===== config.mk =====
export PLATFORM = sky130hd
export DESIGN_NAME = spi_flash_boot_sequencer
export DESIGN_NICKNAME = d
export VERILOG_FILES = /design/src/flash_boot_pkg.sv /design/src/spi_flash_boot_sequencer.sv
export SDC_FILE = /design/constraint.sdc
export NUM_CORES = 1
export LEC_CHECK = 0
export BUFFER_PORTS_ARGS = -buffer_cell sky130_fd_sc_hd__buf_4
export CAP_MARGIN = 20
export CORE_MARGIN = 5
export CORE_UTILIZATION = 56
export CTS_BUF_LIST = sky130_fd_sc_hd__clkbuf_8
export DETAILED_ROUTE_END_ITERATION = 16
export MAX_ROUTING_LAYER = met4
export PLACE_DENSITY = 0.85
export SLEW_MARGIN = 20
export SYNTH_ARGS = -nofsm -noshare
export SYNTH_HDL_FRONTEND = slang
export SYNTH_SLANG_ARGS = --single-unit

===== constraint.sdc =====
create_clock -name clk_i -period 2.55 [get_ports clk_i]
set_input_delay 0.3825 -clock clk_i [delete_from_list [all_inputs] [get_ports clk_i]]
set_output_delay 0.3825 -clock clk_i [all_outputs]
set_load 0.03 [all_outputs]

===== src/flash_boot_pkg.sv =====
// constants shared by the serial flash boot sequencer
package flash_boot_pkg;
    // ------------------------------------------------------------
    // flash command codes
    // ------------------------------------------------------------
    localparam logic [7:0] CMD_WAKE = 8'hAB;
    localparam logic [7:0] CMD_FAST_READ = 8'h0B;
    localparam logic [7:0] CMD_SLEEP = 8'hB9;
    localparam logic [23:0] BOOT_ADDR = 24'h000000;
    // ------------------------------------------------------------
    // timing and counts
    // ------------------------------------------------------------
    localparam int CLK_HZ = 50000000;
    localparam int WAKE_GAP_US = 10;
    localparam int WAKE_GAP_CYC = (WAKE_GAP_US * CLK_HZ + 999999) / 1000000;
    localparam int DUMMY_BITS = 8;
    localparam int PIN_RELEASE_CYC = 49;
    localparam int MAX_TRIES = 6;
    localparam int VEC_BYTES = 3;
    // image length in bytes used by the default (bytes of payload)
    localparam logic [23:0] IMAGE_BYTES_DEF = 24'h000100;
    // sync word search window in bytes
    localparam logic [23:0] SYNC_WINDOW_DEF = 24'h000010;
    localparam logic [31:0] SYNC_WORD = 32'h7EAA997E;
    // ------------------------------------------------------------
    // register map (wishbone, byte addresses)
    // ------------------------------------------------------------
    localparam logic [3:0] REG_CTRL = 4'h0;
    localparam logic [3:0] REG_STATUS = 4'h4;
    localparam logic [3:0] REG_LENGTH = 4'h8;
    localparam logic [3:0] REG_DATA = 4'hC;
    localparam int CTRL_SLEEP_EN = 0;
    localparam int CTRL_COLD_EN = 1;
    localparam int CTRL_REBOOT = 2;
    localparam int CTRL_SEL_LO = 3;
    localparam int CTRL_SEL_HI = 4;
    localparam logic [4:0] CTRL_RESET = 5'h00;
endpackage : flash_boot_pkg


===== src/spi_flash_boot_sequencer.sv =====
// serial flash configuration loader with cold and warm image selection
`timescale 1ns/1ps
`default_nettype none
// ------------------------------------------------------------
// Summary of operation
// - start by selecting flash and sending wake command AB
// - command and address bits change on falling serial clock
// - deselect flash after last bit of wake command
// - wait at least ten microseconds before next select
// - fast read 0B then 24-bit address, msb first
// - first load after reset uses address zero
// - eight dummy clocks before data is taken
// - undriven input line reads as one
// - flash changes data on falling edge, device samples on rising
// - deselect after required image bits received
// - optional sleep command B9 when enabled
// - sample image select pins after reset when cold boot enabled
// - always load address zero first, then check cold boot
// - two-bit select indexes a 24-bit stored start address
// - restart reading from the selected start address
// - initial image holds table of four start addresses
// - release select pins to the application after configuration
// - warm boot choice comes from two application signals
// - reboot request restarts from chosen vector address
// - master loading only when select strap floats high
// - user pins enabled 49 clocks after done
// - read up to six times in all on missing sync, then raise the low power flag
// ------------------------------------------------------------
module spi_flash_boot_sequencer
    import flash_boot_pkg::*;
(
    input wire logic clk_i,
    input wire logic rst_i,
    input wire logic config_reset_n_i,
    input wire logic master_strap_i,
    input wire logic image_select_pin_lo_i,
    input wire logic image_select_pin_hi_i,
    input wire logic flash_miso_i,
    output logic flash_sck_o,
    output logic flash_cs_n_o,
    output logic flash_mosi_o,
    output logic slave_mode_o,
    output logic config_done_flag_o,
    output logic user_io_enable_o,
    output logic low_power_o,
    output logic [7:0] data_o,
    output logic data_valid_o,
    input wire logic [3:0] wb_adr_i,
    input wire logic [31:0] wb_dat_i,
    input wire logic [3:0] wb_sel_i,
    input wire logic wb_we_i,
    input wire logic wb_cyc_i,
    input wire logic wb_stb_i,
    output logic [31:0] wb_dat_o,
    output logic wb_ack_o
);
    // ------------------------------------------------------------
    // states
    // ------------------------------------------------------------
    typedef enum logic [9:0] {
        S_IDLE  = 10'b0000000001,
        S_WAKE  = 10'b0000000010,
        S_GAP   = 10'b0000000100,
        S_CMD   = 10'b0000001000,
        S_DUMMY = 10'b0000010000,
        S_DATA  = 10'b0000100000,
        S_END   = 10'b0001000000,
        S_SLEEP = 10'b0010000000,
        S_DONE  = 10'b0100000000,
        S_SLAVE = 10'b1000000000
    } state_e;

    state_e state_reg;
    logic [4:0] ctrl_reg;
    logic [23:0] length_reg;
    logic [31:0] tx_reg;
    logic [5:0] bit_cnt_reg;
    logic [7:0] rx_reg;
    logic [23:0] byte_cnt_reg;
    logic [9:0] gap_cnt_reg;
    logic [23:0] start_reg;
    logic [1:0] vec_sel_reg;
    logic vec_phase_reg;
    logic [23:0] vec_addr_reg;
    logic [31:0] sync_sh_reg;
    logic sync_ok_reg;
    logic [2:0] tries_reg;
    logic [5:0] rel_cnt_reg;
    logic cres_d_reg;
    logic sck_reg;
    // ------------------------------------------------------------
    // bus decode
    // ------------------------------------------------------------
    wire bus_req = wb_cyc_i && wb_stb_i && !wb_ack_o;
    // writes land on the edge at which the master sees ack high
    wire bus_wr = wb_cyc_i && wb_stb_i && wb_ack_o && wb_we_i;
    wire wr_ctrl = bus_wr && wb_adr_i == REG_CTRL && wb_sel_i[0];
    wire wr_len = bus_wr && wb_adr_i == REG_LENGTH;
    wire [31:0] rd_mux = (wb_adr_i == REG_CTRL) ? {27'h0, ctrl_reg} :
        (wb_adr_i == REG_STATUS) ? {16'h0, tries_reg, 1'b0, low_power_o,
            user_io_enable_o, config_done_flag_o, slave_mode_o, 8'h0} :
        (wb_adr_i == REG_LENGTH) ? {8'h0, length_reg} :
        (wb_adr_i == REG_DATA) ? {24'h0, rx_reg} : 32'h0;
    // config reset low holds the sequencer idle; rising edge starts it
    wire cres_rise = config_reset_n_i && !cres_d_reg;
    // serial engine: sck_reg high means rising edge was just issued
    wire fall_edge = sck_reg;
    wire rise_edge = !sck_reg;
    wire shifting = (state_reg == S_WAKE) || (state_reg == S_CMD) ||
        (state_reg == S_DUMMY) || (state_reg == S_DATA) || (state_reg == S_SLEEP);
    wire sample_bit = flash_miso_i; // pull-up makes idle line read one
    wire [7:0] byte_in = {rx_reg[6:0], sample_bit};
    wire byte_done = rise_edge && bit_cnt_reg == 6'd7;
    wire cold_sel_ok = ctrl_reg[CTRL_COLD_EN];
    wire reboot = ctrl_reg[CTRL_REBOOT];
    wire [1:0] warm_sel = {ctrl_reg[CTRL_SEL_HI], ctrl_reg[CTRL_SEL_LO]};
    wire table_end = vec_phase_reg && byte_cnt_reg == 24'd12;

    // ------------------------------------------------------------
    // bus slave, one registered ack per request, a cycle after the strobe
    // ------------------------------------------------------------
    always_ff @(posedge clk_i) begin
        if (rst_i) begin
            wb_ack_o <= 1'b0;
            wb_dat_o <= 32'h0;
            ctrl_reg <= CTRL_RESET;
            length_reg <= IMAGE_BYTES_DEF;
        end else begin
            wb_ack_o <= bus_req;
            wb_dat_o <= bus_req ? rd_mux : wb_dat_o;
            if (wr_ctrl) begin
                ctrl_reg <= wb_dat_i[4:0];
            end else if (reboot && state_reg == S_DONE) begin
                ctrl_reg[CTRL_REBOOT] <= 1'b0;
            end
            if (wr_len) begin
                length_reg <= wb_dat_i[23:0];
            end
        end
    end

    // ------------------------------------------------------------
    // sequencer
    // ------------------------------------------------------------
    always_ff @(posedge clk_i) begin
        if (rst_i) begin
            state_reg <= S_IDLE;
            flash_cs_n_o <= 1'b1;
            flash_sck_o <= 1'b0;
            sck_reg <= 1'b0;
            flash_mosi_o <= 1'b0;
            tx_reg <= 32'h0;
            bit_cnt_reg <= 6'd0;
            rx_reg <= 8'h0;
            byte_cnt_reg <= 24'h0;
            gap_cnt_reg <= 10'd0;
            start_reg <= BOOT_ADDR;
            vec_sel_reg <= 2'b00;
            vec_phase_reg <= 1'b0;
            vec_addr_reg <= 24'h0;
            sync_sh_reg <= 32'h0;
            sync_ok_reg <= 1'b0;
            tries_reg <= 3'd0;
            rel_cnt_reg <= 6'd0;
            cres_d_reg <= 1'b0;
            slave_mode_o <= 1'b0;
            config_done_flag_o <= 1'b0;
            user_io_enable_o <= 1'b0;
            low_power_o <= 1'b0;
            data_o <= 8'h0;
            data_valid_o <= 1'b0;
        end else begin
            cres_d_reg <= config_reset_n_i;
            data_valid_o <= 1'b0;
            if (shifting) begin
                sck_reg <= !sck_reg;
                flash_sck_o <= !sck_reg;
            end else begin
                sck_reg <= 1'b0;
                flash_sck_o <= 1'b0;
            end
            if (!config_reset_n_i) begin
                state_reg <= S_IDLE;
                flash_cs_n_o <= 1'b1;
                config_done_flag_o <= 1'b0;
                user_io_enable_o <= 1'b0;
                tries_reg <= 3'd0;
                slave_mode_o <= 1'b0;
                low_power_o <= 1'b0;
                start_reg <= BOOT_ADDR;
            end else begin
                case (state_reg)
                    S_IDLE: begin
                        if (cres_rise) begin
                            if (!master_strap_i) begin
                                state_reg <= S_SLAVE;
                                slave_mode_o <= 1'b1;
                            end else begin
                                // image select pins sampled at start
                                vec_sel_reg <= {image_select_pin_hi_i,
                                    image_select_pin_lo_i};
                                start_reg <= BOOT_ADDR;
                                vec_phase_reg <= cold_sel_ok;
                                flash_cs_n_o <= 1'b0;
                                tx_reg <= {CMD_WAKE, 24'h0};
                                flash_mosi_o <= CMD_WAKE[7];
                                bit_cnt_reg <= 6'd0;
                                state_reg <= S_WAKE;
                            end
                        end
                    end
                    S_WAKE: begin
                        if (fall_edge) begin
                            if (bit_cnt_reg == 6'd7) begin
                                flash_cs_n_o <= 1'b1;
                                gap_cnt_reg <= 10'd0;
                                state_reg <= S_GAP;
                            end else begin
                                tx_reg <= {tx_reg[30:0], 1'b0};
                                flash_mosi_o <= tx_reg[30];
                                bit_cnt_reg <= bit_cnt_reg + 6'd1;
                            end
                        end
                    end
                    S_GAP: begin
                        // wait before the read command
                        if (gap_cnt_reg == 10'(WAKE_GAP_CYC - 1)) begin
                            flash_cs_n_o <= 1'b0;
                            tx_reg <= {CMD_FAST_READ, start_reg};
                            flash_mosi_o <= CMD_FAST_READ[7];
                            bit_cnt_reg <= 6'd0;
                            state_reg <= S_CMD;
                        end else begin
                            gap_cnt_reg <= gap_cnt_reg + 10'd1;
                        end
                    end
                    S_CMD: begin
                        if (fall_edge) begin
                            tx_reg <= {tx_reg[30:0], 1'b0};
                            flash_mosi_o <= tx_reg[30];
                            if (bit_cnt_reg == 6'd31) begin
                                bit_cnt_reg <= 6'd0;
                                state_reg <= S_DUMMY;
                            end else begin
                                bit_cnt_reg <= bit_cnt_reg + 6'd1;
                            end
                        end
                    end
                    S_DUMMY: begin
                        if (fall_edge) begin
                            if (bit_cnt_reg == 6'(DUMMY_BITS - 1)) begin
                                bit_cnt_reg <= 6'd0;
                                byte_cnt_reg <= 24'h0;
                                sync_sh_reg <= 32'h0;
                                sync_ok_reg <= 1'b0;
                                state_reg <= S_DATA;
                            end else begin
                                bit_cnt_reg <= bit_cnt_reg + 6'd1;
                            end
                        end
                    end
                    S_DATA: begin
                        if (rise_edge) begin
                            rx_reg <= byte_in; // sample on rising edge
                            bit_cnt_reg <= (bit_cnt_reg == 6'd7) ? 6'd0 : bit_cnt_reg + 6'd1;
                        end
                        if (byte_done) begin
                            // bytes arrive msb first
                            byte_cnt_reg <= byte_cnt_reg + 24'd1;
                            sync_sh_reg <= {sync_sh_reg[23:0], byte_in};
                            if ({sync_sh_reg[23:0], byte_in} == SYNC_WORD) begin
                                sync_ok_reg <= 1'b1;
                            end
                            data_o <= byte_in;
                            data_valid_o <= !vec_phase_reg;
                            // vector table: four 24-bit entries
                            if (vec_phase_reg &&
                                byte_cnt_reg >= 24'(vec_sel_reg) * 24'd3 &&
                                byte_cnt_reg < 24'(vec_sel_reg) * 24'd3 + 24'(VEC_BYTES)) begin
                                vec_addr_reg <= {vec_addr_reg[15:0], byte_in};
                            end
                        end
                        if (fall_edge && !sync_ok_reg &&
                            byte_cnt_reg == SYNC_WINDOW_DEF && !vec_phase_reg) begin
                            flash_cs_n_o <= 1'b1;
                            state_reg <= S_END;
                        end else if (fall_edge && table_end) begin
                            flash_cs_n_o <= 1'b1;
                            state_reg <= S_END;
                        end else if (fall_edge && byte_cnt_reg == length_reg) begin
                            flash_cs_n_o <= 1'b1;
                            state_reg <= S_END;
                        end
                    end
                    S_END: begin
                        if (vec_phase_reg) begin
                            // restart at the selected image
                            vec_phase_reg <= 1'b0;
                            start_reg <= vec_addr_reg;
                            gap_cnt_reg <= 10'd0;
                            state_reg <= S_GAP;
                        end else if (!sync_ok_reg) begin
                            if (tries_reg == 3'(MAX_TRIES - 1)) begin
                                low_power_o <= 1'b1;
                                state_reg <= S_DONE;
                            end else begin
                                tries_reg <= tries_reg + 3'd1;
                                gap_cnt_reg <= 10'd0;
                                state_reg <= S_GAP;
                            end
                        end else if (ctrl_reg[CTRL_SLEEP_EN]) begin
                            flash_cs_n_o <= 1'b0;
                            tx_reg <= {CMD_SLEEP, 24'h0};
                            flash_mosi_o <= CMD_SLEEP[7];
                            bit_cnt_reg <= 6'd0;
                            state_reg <= S_SLEEP;
                        end else begin
                            config_done_flag_o <= 1'b1;
                            rel_cnt_reg <= 6'd0;
                            state_reg <= S_DONE;
                        end
                    end
                    S_SLEEP: begin
                        if (fall_edge) begin
                            if (bit_cnt_reg == 6'd7) begin
                                flash_cs_n_o <= 1'b1; // flash sleeps now
                                config_done_flag_o <= 1'b1;
                                rel_cnt_reg <= 6'd0;
                                state_reg <= S_DONE;
                            end else begin
                                tx_reg <= {tx_reg[30:0], 1'b0};
                                flash_mosi_o <= tx_reg[30];
                                bit_cnt_reg <= bit_cnt_reg + 6'd1;
                            end
                        end
                    end
                    S_DONE: begin
                        // pins handed over after a fixed delay
                        if (config_done_flag_o && !user_io_enable_o) begin
                            if (rel_cnt_reg == 6'(PIN_RELEASE_CYC - 1)) begin
                                user_io_enable_o <= 1'b1;
                            end else begin
                                rel_cnt_reg <= rel_cnt_reg + 6'd1;
                            end
                        end
                        if (reboot && config_done_flag_o) begin
                            // warm boot uses application select
                            vec_sel_reg <= warm_sel;
                            vec_phase_reg <= 1'b1;
                            start_reg <= BOOT_ADDR;
                            config_done_flag_o <= 1'b0;
                            user_io_enable_o <= 1'b0;
                            tries_reg <= 3'd0;
                            flash_cs_n_o <= 1'b0;
                            tx_reg <= {CMD_WAKE, 24'h0};
                            flash_mosi_o <= CMD_WAKE[7];
                            bit_cnt_reg <= 6'd0;
                            state_reg <= S_WAKE;
                        end
                    end
                    S_SLAVE: begin
                        flash_cs_n_o <= 1'b1;
                    end
                    default: begin
                        state_reg <= S_IDLE;
                    end
                endcase
            end
        end
    end
endmodule : spi_flash_boot_sequencer
`default_nettype wire


---- After elaboration in Yosys (flattened, before gate mapping) ----
Index checks and enable logic that the tools add are counted.
word-level totals
  bits in writable memories ............... 0
  flip-flop bits (word level) ............. 253
  bits in latches ......................... 0
  memories ................................ 0
  memory bits (read-only) ................. 0
  output and inout bits ................... 49
cells by class
  bitwise operators ....................... 9
  div/mod/pow operators ................... 0
  reductions and logical operators ........ 66
  add/sub/neg operators ................... 6
  equal/unequal tests ..................... 53
  $lt $le $gt $ge ......................... 2
  muxes and demuxes ....................... 127
  shift operators ......................... 0
  multipliers ............................. 1
operators by type and width
  operator                                               number
  two-way mux 24 bit                                     13
  two-way mux 31 bit                                     10
  two-way mux 10 bit                                     23
  one-hot mux 31 bit (6 select lines)                    1
  two-way mux 6 bit                                      21
  one-hot mux 10 bit (10 select lines)                   1
  one-hot mux 24 bit (2 select lines)                    2
  one-hot mux 24 bit (3 select lines)                    1
  one-hot mux 6 bit (8 select lines)                     1
  inequality test 2 bit, second input constant           19
  two-way mux 1 bit                                      35
  equality test 32 x 31 -> 1 bit, second input constant  1
  one-hot mux 10 bit (3 select lines)                    1
  AND reduction 5 bit                                    5
  adder 24 x 1 -> 24 bit, second input constant          1
  equality test 24 bit                                   1
  equality test 24 x 4 -> 1 bit, second input constant   1
  equality test 24 x 5 -> 1 bit, second input constant   1
  greater-or-equal comparator 24 x 4 -> 1 bit            1
  < comparator 24 x 5 -> 1 bit                           1
  equality test 10 x 9 -> 1 bit, second input constant   2
  logical AND 1 bit                                      20
  two-way mux 9 bit                                      2
  inequality test 2 x 1 -> 1 bit, second input constant  9
  other kinds (52)                                       91

---- Longest topological paths before layout ----
  depth in word-level cells ............... 7
  mapped depth ............................ 11
  gate-level depth less buffers ........... 10

---- Worst setup path after synthesis ----
OpenSTA, ideal clock, no wires.
  path type ............................... register to register
  start ................................... register vec_sel_reg[0]
  end ..................................... register vec_addr_reg[10]
  setup time .............................. 0.070 ns
  stages on the path, launching flop included .. 12
  required time ........................... 2.480 ns
  path slack .............................. -0.013 ns
  arrival ................................. 2.492 ns
  cells stage by stage .................... dfxtp_1 inv_1 ha_1 inv_1 ha_1 a21boi_0 o21a_1 o21a_1 o31ai_1 clkbuf_1 o31ai_1 a21oi_1
between the ends
  word-level cells in the longest chain between the ends .. 5
  elaborated cells on any way between the ends .. 7
  those cells by class .................... 1 x add/sub; 1 x mul; 2 x order compare; 3 x reduce/logical
ends and longest elaborated chain
  what                                                                                        line                                                              text
  from (decl)                                                                                 spi_flash_boot_sequencer.sv:82                                    logic [1:0] vec_sel_reg;
  from (signal assigned)                                                                      spi_flash_boot_sequencer.sv:200                                   vec_sel_reg <= {image_select_pin_hi_i,
  from (signal assigned)                                                                      spi_flash_boot_sequencer.sv:348                                   vec_sel_reg <= warm_sel;
  multiplier 2 x 2 -> 4 bit *                                                                 spi_flash_boot_sequencer.sv:278, spi_flash_boot_sequencer.sv:279
  adder 4 x 2 -> 5 bit / greater-or-equal comparator 24 x 4 -> 1 bit (equally long branches)  spi_flash_boot_sequencer.sv:279, spi_flash_boot_sequencer.sv:278
  < comparator 24 x 5 -> 1 bit / logical AND 1 bit (equally long branches)                    spi_flash_boot_sequencer.sv:279, spi_flash_boot_sequencer.sv:277
  logical AND 1 bit *                                                                         spi_flash_boot_sequencer.sv:278                                   byte_cnt_reg >= 24'(vec_sel_reg) * 24'd3 &&
  AND reduction 4 bit (no line) *                                                             -
  to (signal assigned)                                                                        spi_flash_boot_sequencer.sv:280                                   vec_addr_reg <= {vec_addr_reg[15:0], byte_in};
  to (decl)                                                                                   spi_flash_boot_sequencer.sv:84                                    logic [23:0] vec_addr_reg;
Mark *: on every way between the ends. The rest lies on a longest branch, timed or not.
A chain may end at the register's enable or synchronous reset.

---- Worst setup path after layout ----
  start ................................... register state_reg[6]
  end ..................................... register vec_addr_reg[16]
between the ends
  word-level cells in the longest chain between the ends .. 2
ends and longest elaborated chain
  what                           line                             text
  from (decl)                    spi_flash_boot_sequencer.sv:73   state_e state_reg;
  from (signal assigned)         spi_flash_boot_sequencer.sv:147  state_reg <= S_IDLE;
  from (signal assigned)         spi_flash_boot_sequencer.sv:183  state_reg <= S_IDLE;
  from (signal assigned)         spi_flash_boot_sequencer.sv:196  state_reg <= S_SLAVE;
  equality test 10 x 6 -> 1 bit  spi_flash_boot_sequencer.sv:192  case (state_reg)
  AND reduction 4 bit (no line)  -
No other way between the ends.

==> out/metrics.csv <==
metric,value,unit
run_status,"finished, violations left",
failed_checks,negative setup slack,
cp_slowest_cell,or4_4,
ios,99,
worstSetupEndpointType,flop,
final_area,14200,um2
min_period,2550,ps
rsz0062_at_grt,true,
vias,11500,
dieArea,23500,um2
synth_adder_area_share,0.0228,
gr-total-overflow,0,
seq_area_frac_synth,0.426,
syn-cell-area,11500,um2
worstMarginPinSlew,622,ps
synth_edf_count,0,
yosys.area_share.xor_xnor,0.0380,
hold_start,wb_dat_i[13],
avgSynthCellArea,8.49,um2
cp.arrival,2960,ps
totalWireLength,35.0,mm
setup_viol,2,
pwr_density_cell,575,nW/um2
yosys-top-cells-count,"dfxtp_1, a21oi_1, nand2_1",
die_x,153,um
drv_slew,0,
cp_max_fo,8,
coreArea,20200,um2
synthFlopType,dfxtp_1,
cts_sinks,245,
finalNetCount,1556,
synth_top_family_by_area,simple AND/OR/NAND/NOR gates,
preCtsSetupSlack,-203,ps
gp_congestion,0.966,
synth_largest_area_cell,dfxtp_1,
worstSetupPathType,flop to flop,
start_util,0.569,
post_dp_cell_area,12800,um2
avgViaCountPerCell,6.44,
synth_compound_area_frac,0.185,
port_buffers,79,
clock_latency,550,ps
die_h,153,um
grt.total_usage,0.275,
area_growth,23.2,%
p_leak,4.99,nW
cp.required,2950,ps
whs_path_depth,3,
holdPathEnd,length_reg[13],
final_layout_size_suffix_gt1_frac,0.215,
largest_reg_flops,31,
worst-r2r-setup-slack,-2,ps
synth_top_area_frac,0.426,
r2r_cells,9,
yosysMostFrequentCell,dfxtp_1,
synthCells,1357,
cp_common_cell,buf_6,
yosys-top-cells-area,"dfxtp_1, a21oi_1, nand4_1",
first_iter_violations,1296,
synthMuxAreaShare,0.0348,
hold_viol,0,
cts_tree,built,
wire_per_inst,19.6,um
cp-start-kind,flop,
ys_seq_elements,245,
drt_first_pass_iters,6,
worst_slack,-2.00,ps
hold_class,input port to flop,
maxCapViolCount,0,
htreeDepth,2,
finalCritPeriodShare,1.00,
drcViolationCount,0,
yosys_warnings,0,
fin_skew,13.1,ps
asyncSetResetFlopFracSynth,0,
cts.clk_slew.worst_paths,60,ps
yosys.cell_types.count,79,
cts-root-buf,clkbuf_8,
grt_pass1_vias,10700,
antenna_found_initial,1,
grt_max_degree,131,
cts-buffers-inserted,41,
timing.rr.end,vec_addr_reg[16],
row_count,52,
worstReg2RegStart,state_reg[6],
grt_pass1_wl,53.4,mm
hpwl,21.9,mm
fmax,392,MHz
startpoint,state_reg[6],
hold_buffers,0,
clockBufferDepth,3,
slew-limit-headroom,0.585,
path_cells,"or4_4, buf_6, buf_6, nor4_4, nand4_1, buf_6, clkbuf_16, o31ai_4, a21oi_1",
yosys.area_share.simple,0.239,
ir_drop,0.398,mV
slowest_delay,570,ps
ant_nets,0,
kinds of logic after synthesis:
kind of cell	Yosys count
flops	245
fa+ha+maj	21
mux	40
other cells	1
simple gates	528
buf+inv	144
compound gates	328
xor+xnor	50
per-stage QoR:
| step | total power [mW] | std cells | util | hold slack (ps) | TNS [ps] |
|---|---|---|---|---|---|
| after CTS | 8.12 | 1771 | 0.677 | 61.4 | 0 |
| after global routing | 8.42 | 1786 | 0.702 | 67.8 | -799 |
| after floorplan | 4.42 | 1364 | - | 428 | -14.0 |
| final | 8.16 | 1786 | 0.702 | 73.7 | -2.79 |
| after global placement | 4.64 | 1697 | 0.634 | 436 | -4010 |
| after detailed placement | 4.66 | 1697 | 0.634 | 445 | -4260 |
how the worst max path moves through the flow:
stage / end / slack [ps] / depth (start not counted)
6_report: vec_addr_reg[16] / -2 / 9
5_1_grt: vec_addr_reg[16] / -70 / 9
4_1_cts: vec_addr_reg[2] / 0.2 / 11
3_5_place_dp: tx_reg[15] / -200 / 7
3_3_place_gp: tx_reg[18] / -170 / 7
2_1_floorplan: bit_cnt_reg[3] / -10 / 10
cells in the final DEF (no fill, tap or decap), types with 20 or more instances in the layout:
master	netlist	final
dfxtp_1	245	240
inv_1	31	41
mux2i_1	40	40
nor2_1	110	109
a22oi_1	29	29
o21ai_0	20	20
a211oi_1	30	30
ha_1	21	20
xnor2_1	38	38
buf_4	9	168
nand2_1	120	120
nor3_1	34	33
a21oi_1	151	149
nand4_1	78	78
clkbuf_8	0	54
nand3_1	69	66
layer usage:
layer  global-route usage  wire length, um  vias up
li1                     -                -     5254
met1                0.354            14100     5466
met2                0.430            16600      628
met3               0.0498             2910      147
met4                0.111             1410        0
met5                    -                0        -
where the power goes:
part | total [mW] | internal (mW) | switching, mW
logic | 0.718 | 0.266 | 0.452
registers | 3.94 | 3.89 | 0.0420
clock network | 3.51 | 1.89 | 1.62
final cells by class:
cell class | instances | area, um2
diodes | 1 | 2.50
well taps | 270 | 338
clock inverters | 19 | 83.8
flip-flops and latches | 245 | 4910
fillers | 1464 | 6040
repair buffers | 189 | 1630
clock buffers | 54 | 743
inverters | 31 | 116
multi-input cells | 977 | 6370
worst max-delay path: cells and delay by family (launching register included):
| kind | cells | cell delay [ps] |
|---|---|---|
| and+or+nand+nor | 3 | 1100 |
| buffers and inverters | 4 | 640 |
| AOI/OAI and AO/OA | 2 | 350 |
| DFF | 1 | 320 |
repair_timing:
action	4_1_cts	5_1_grt
cloned	1	4
resized for setup	6	69
setup endpoints to repair	36	87
pin swaps	2	14
buffers inserted	0	10
No activity file was read; power rests on OpenSTA's default activity.
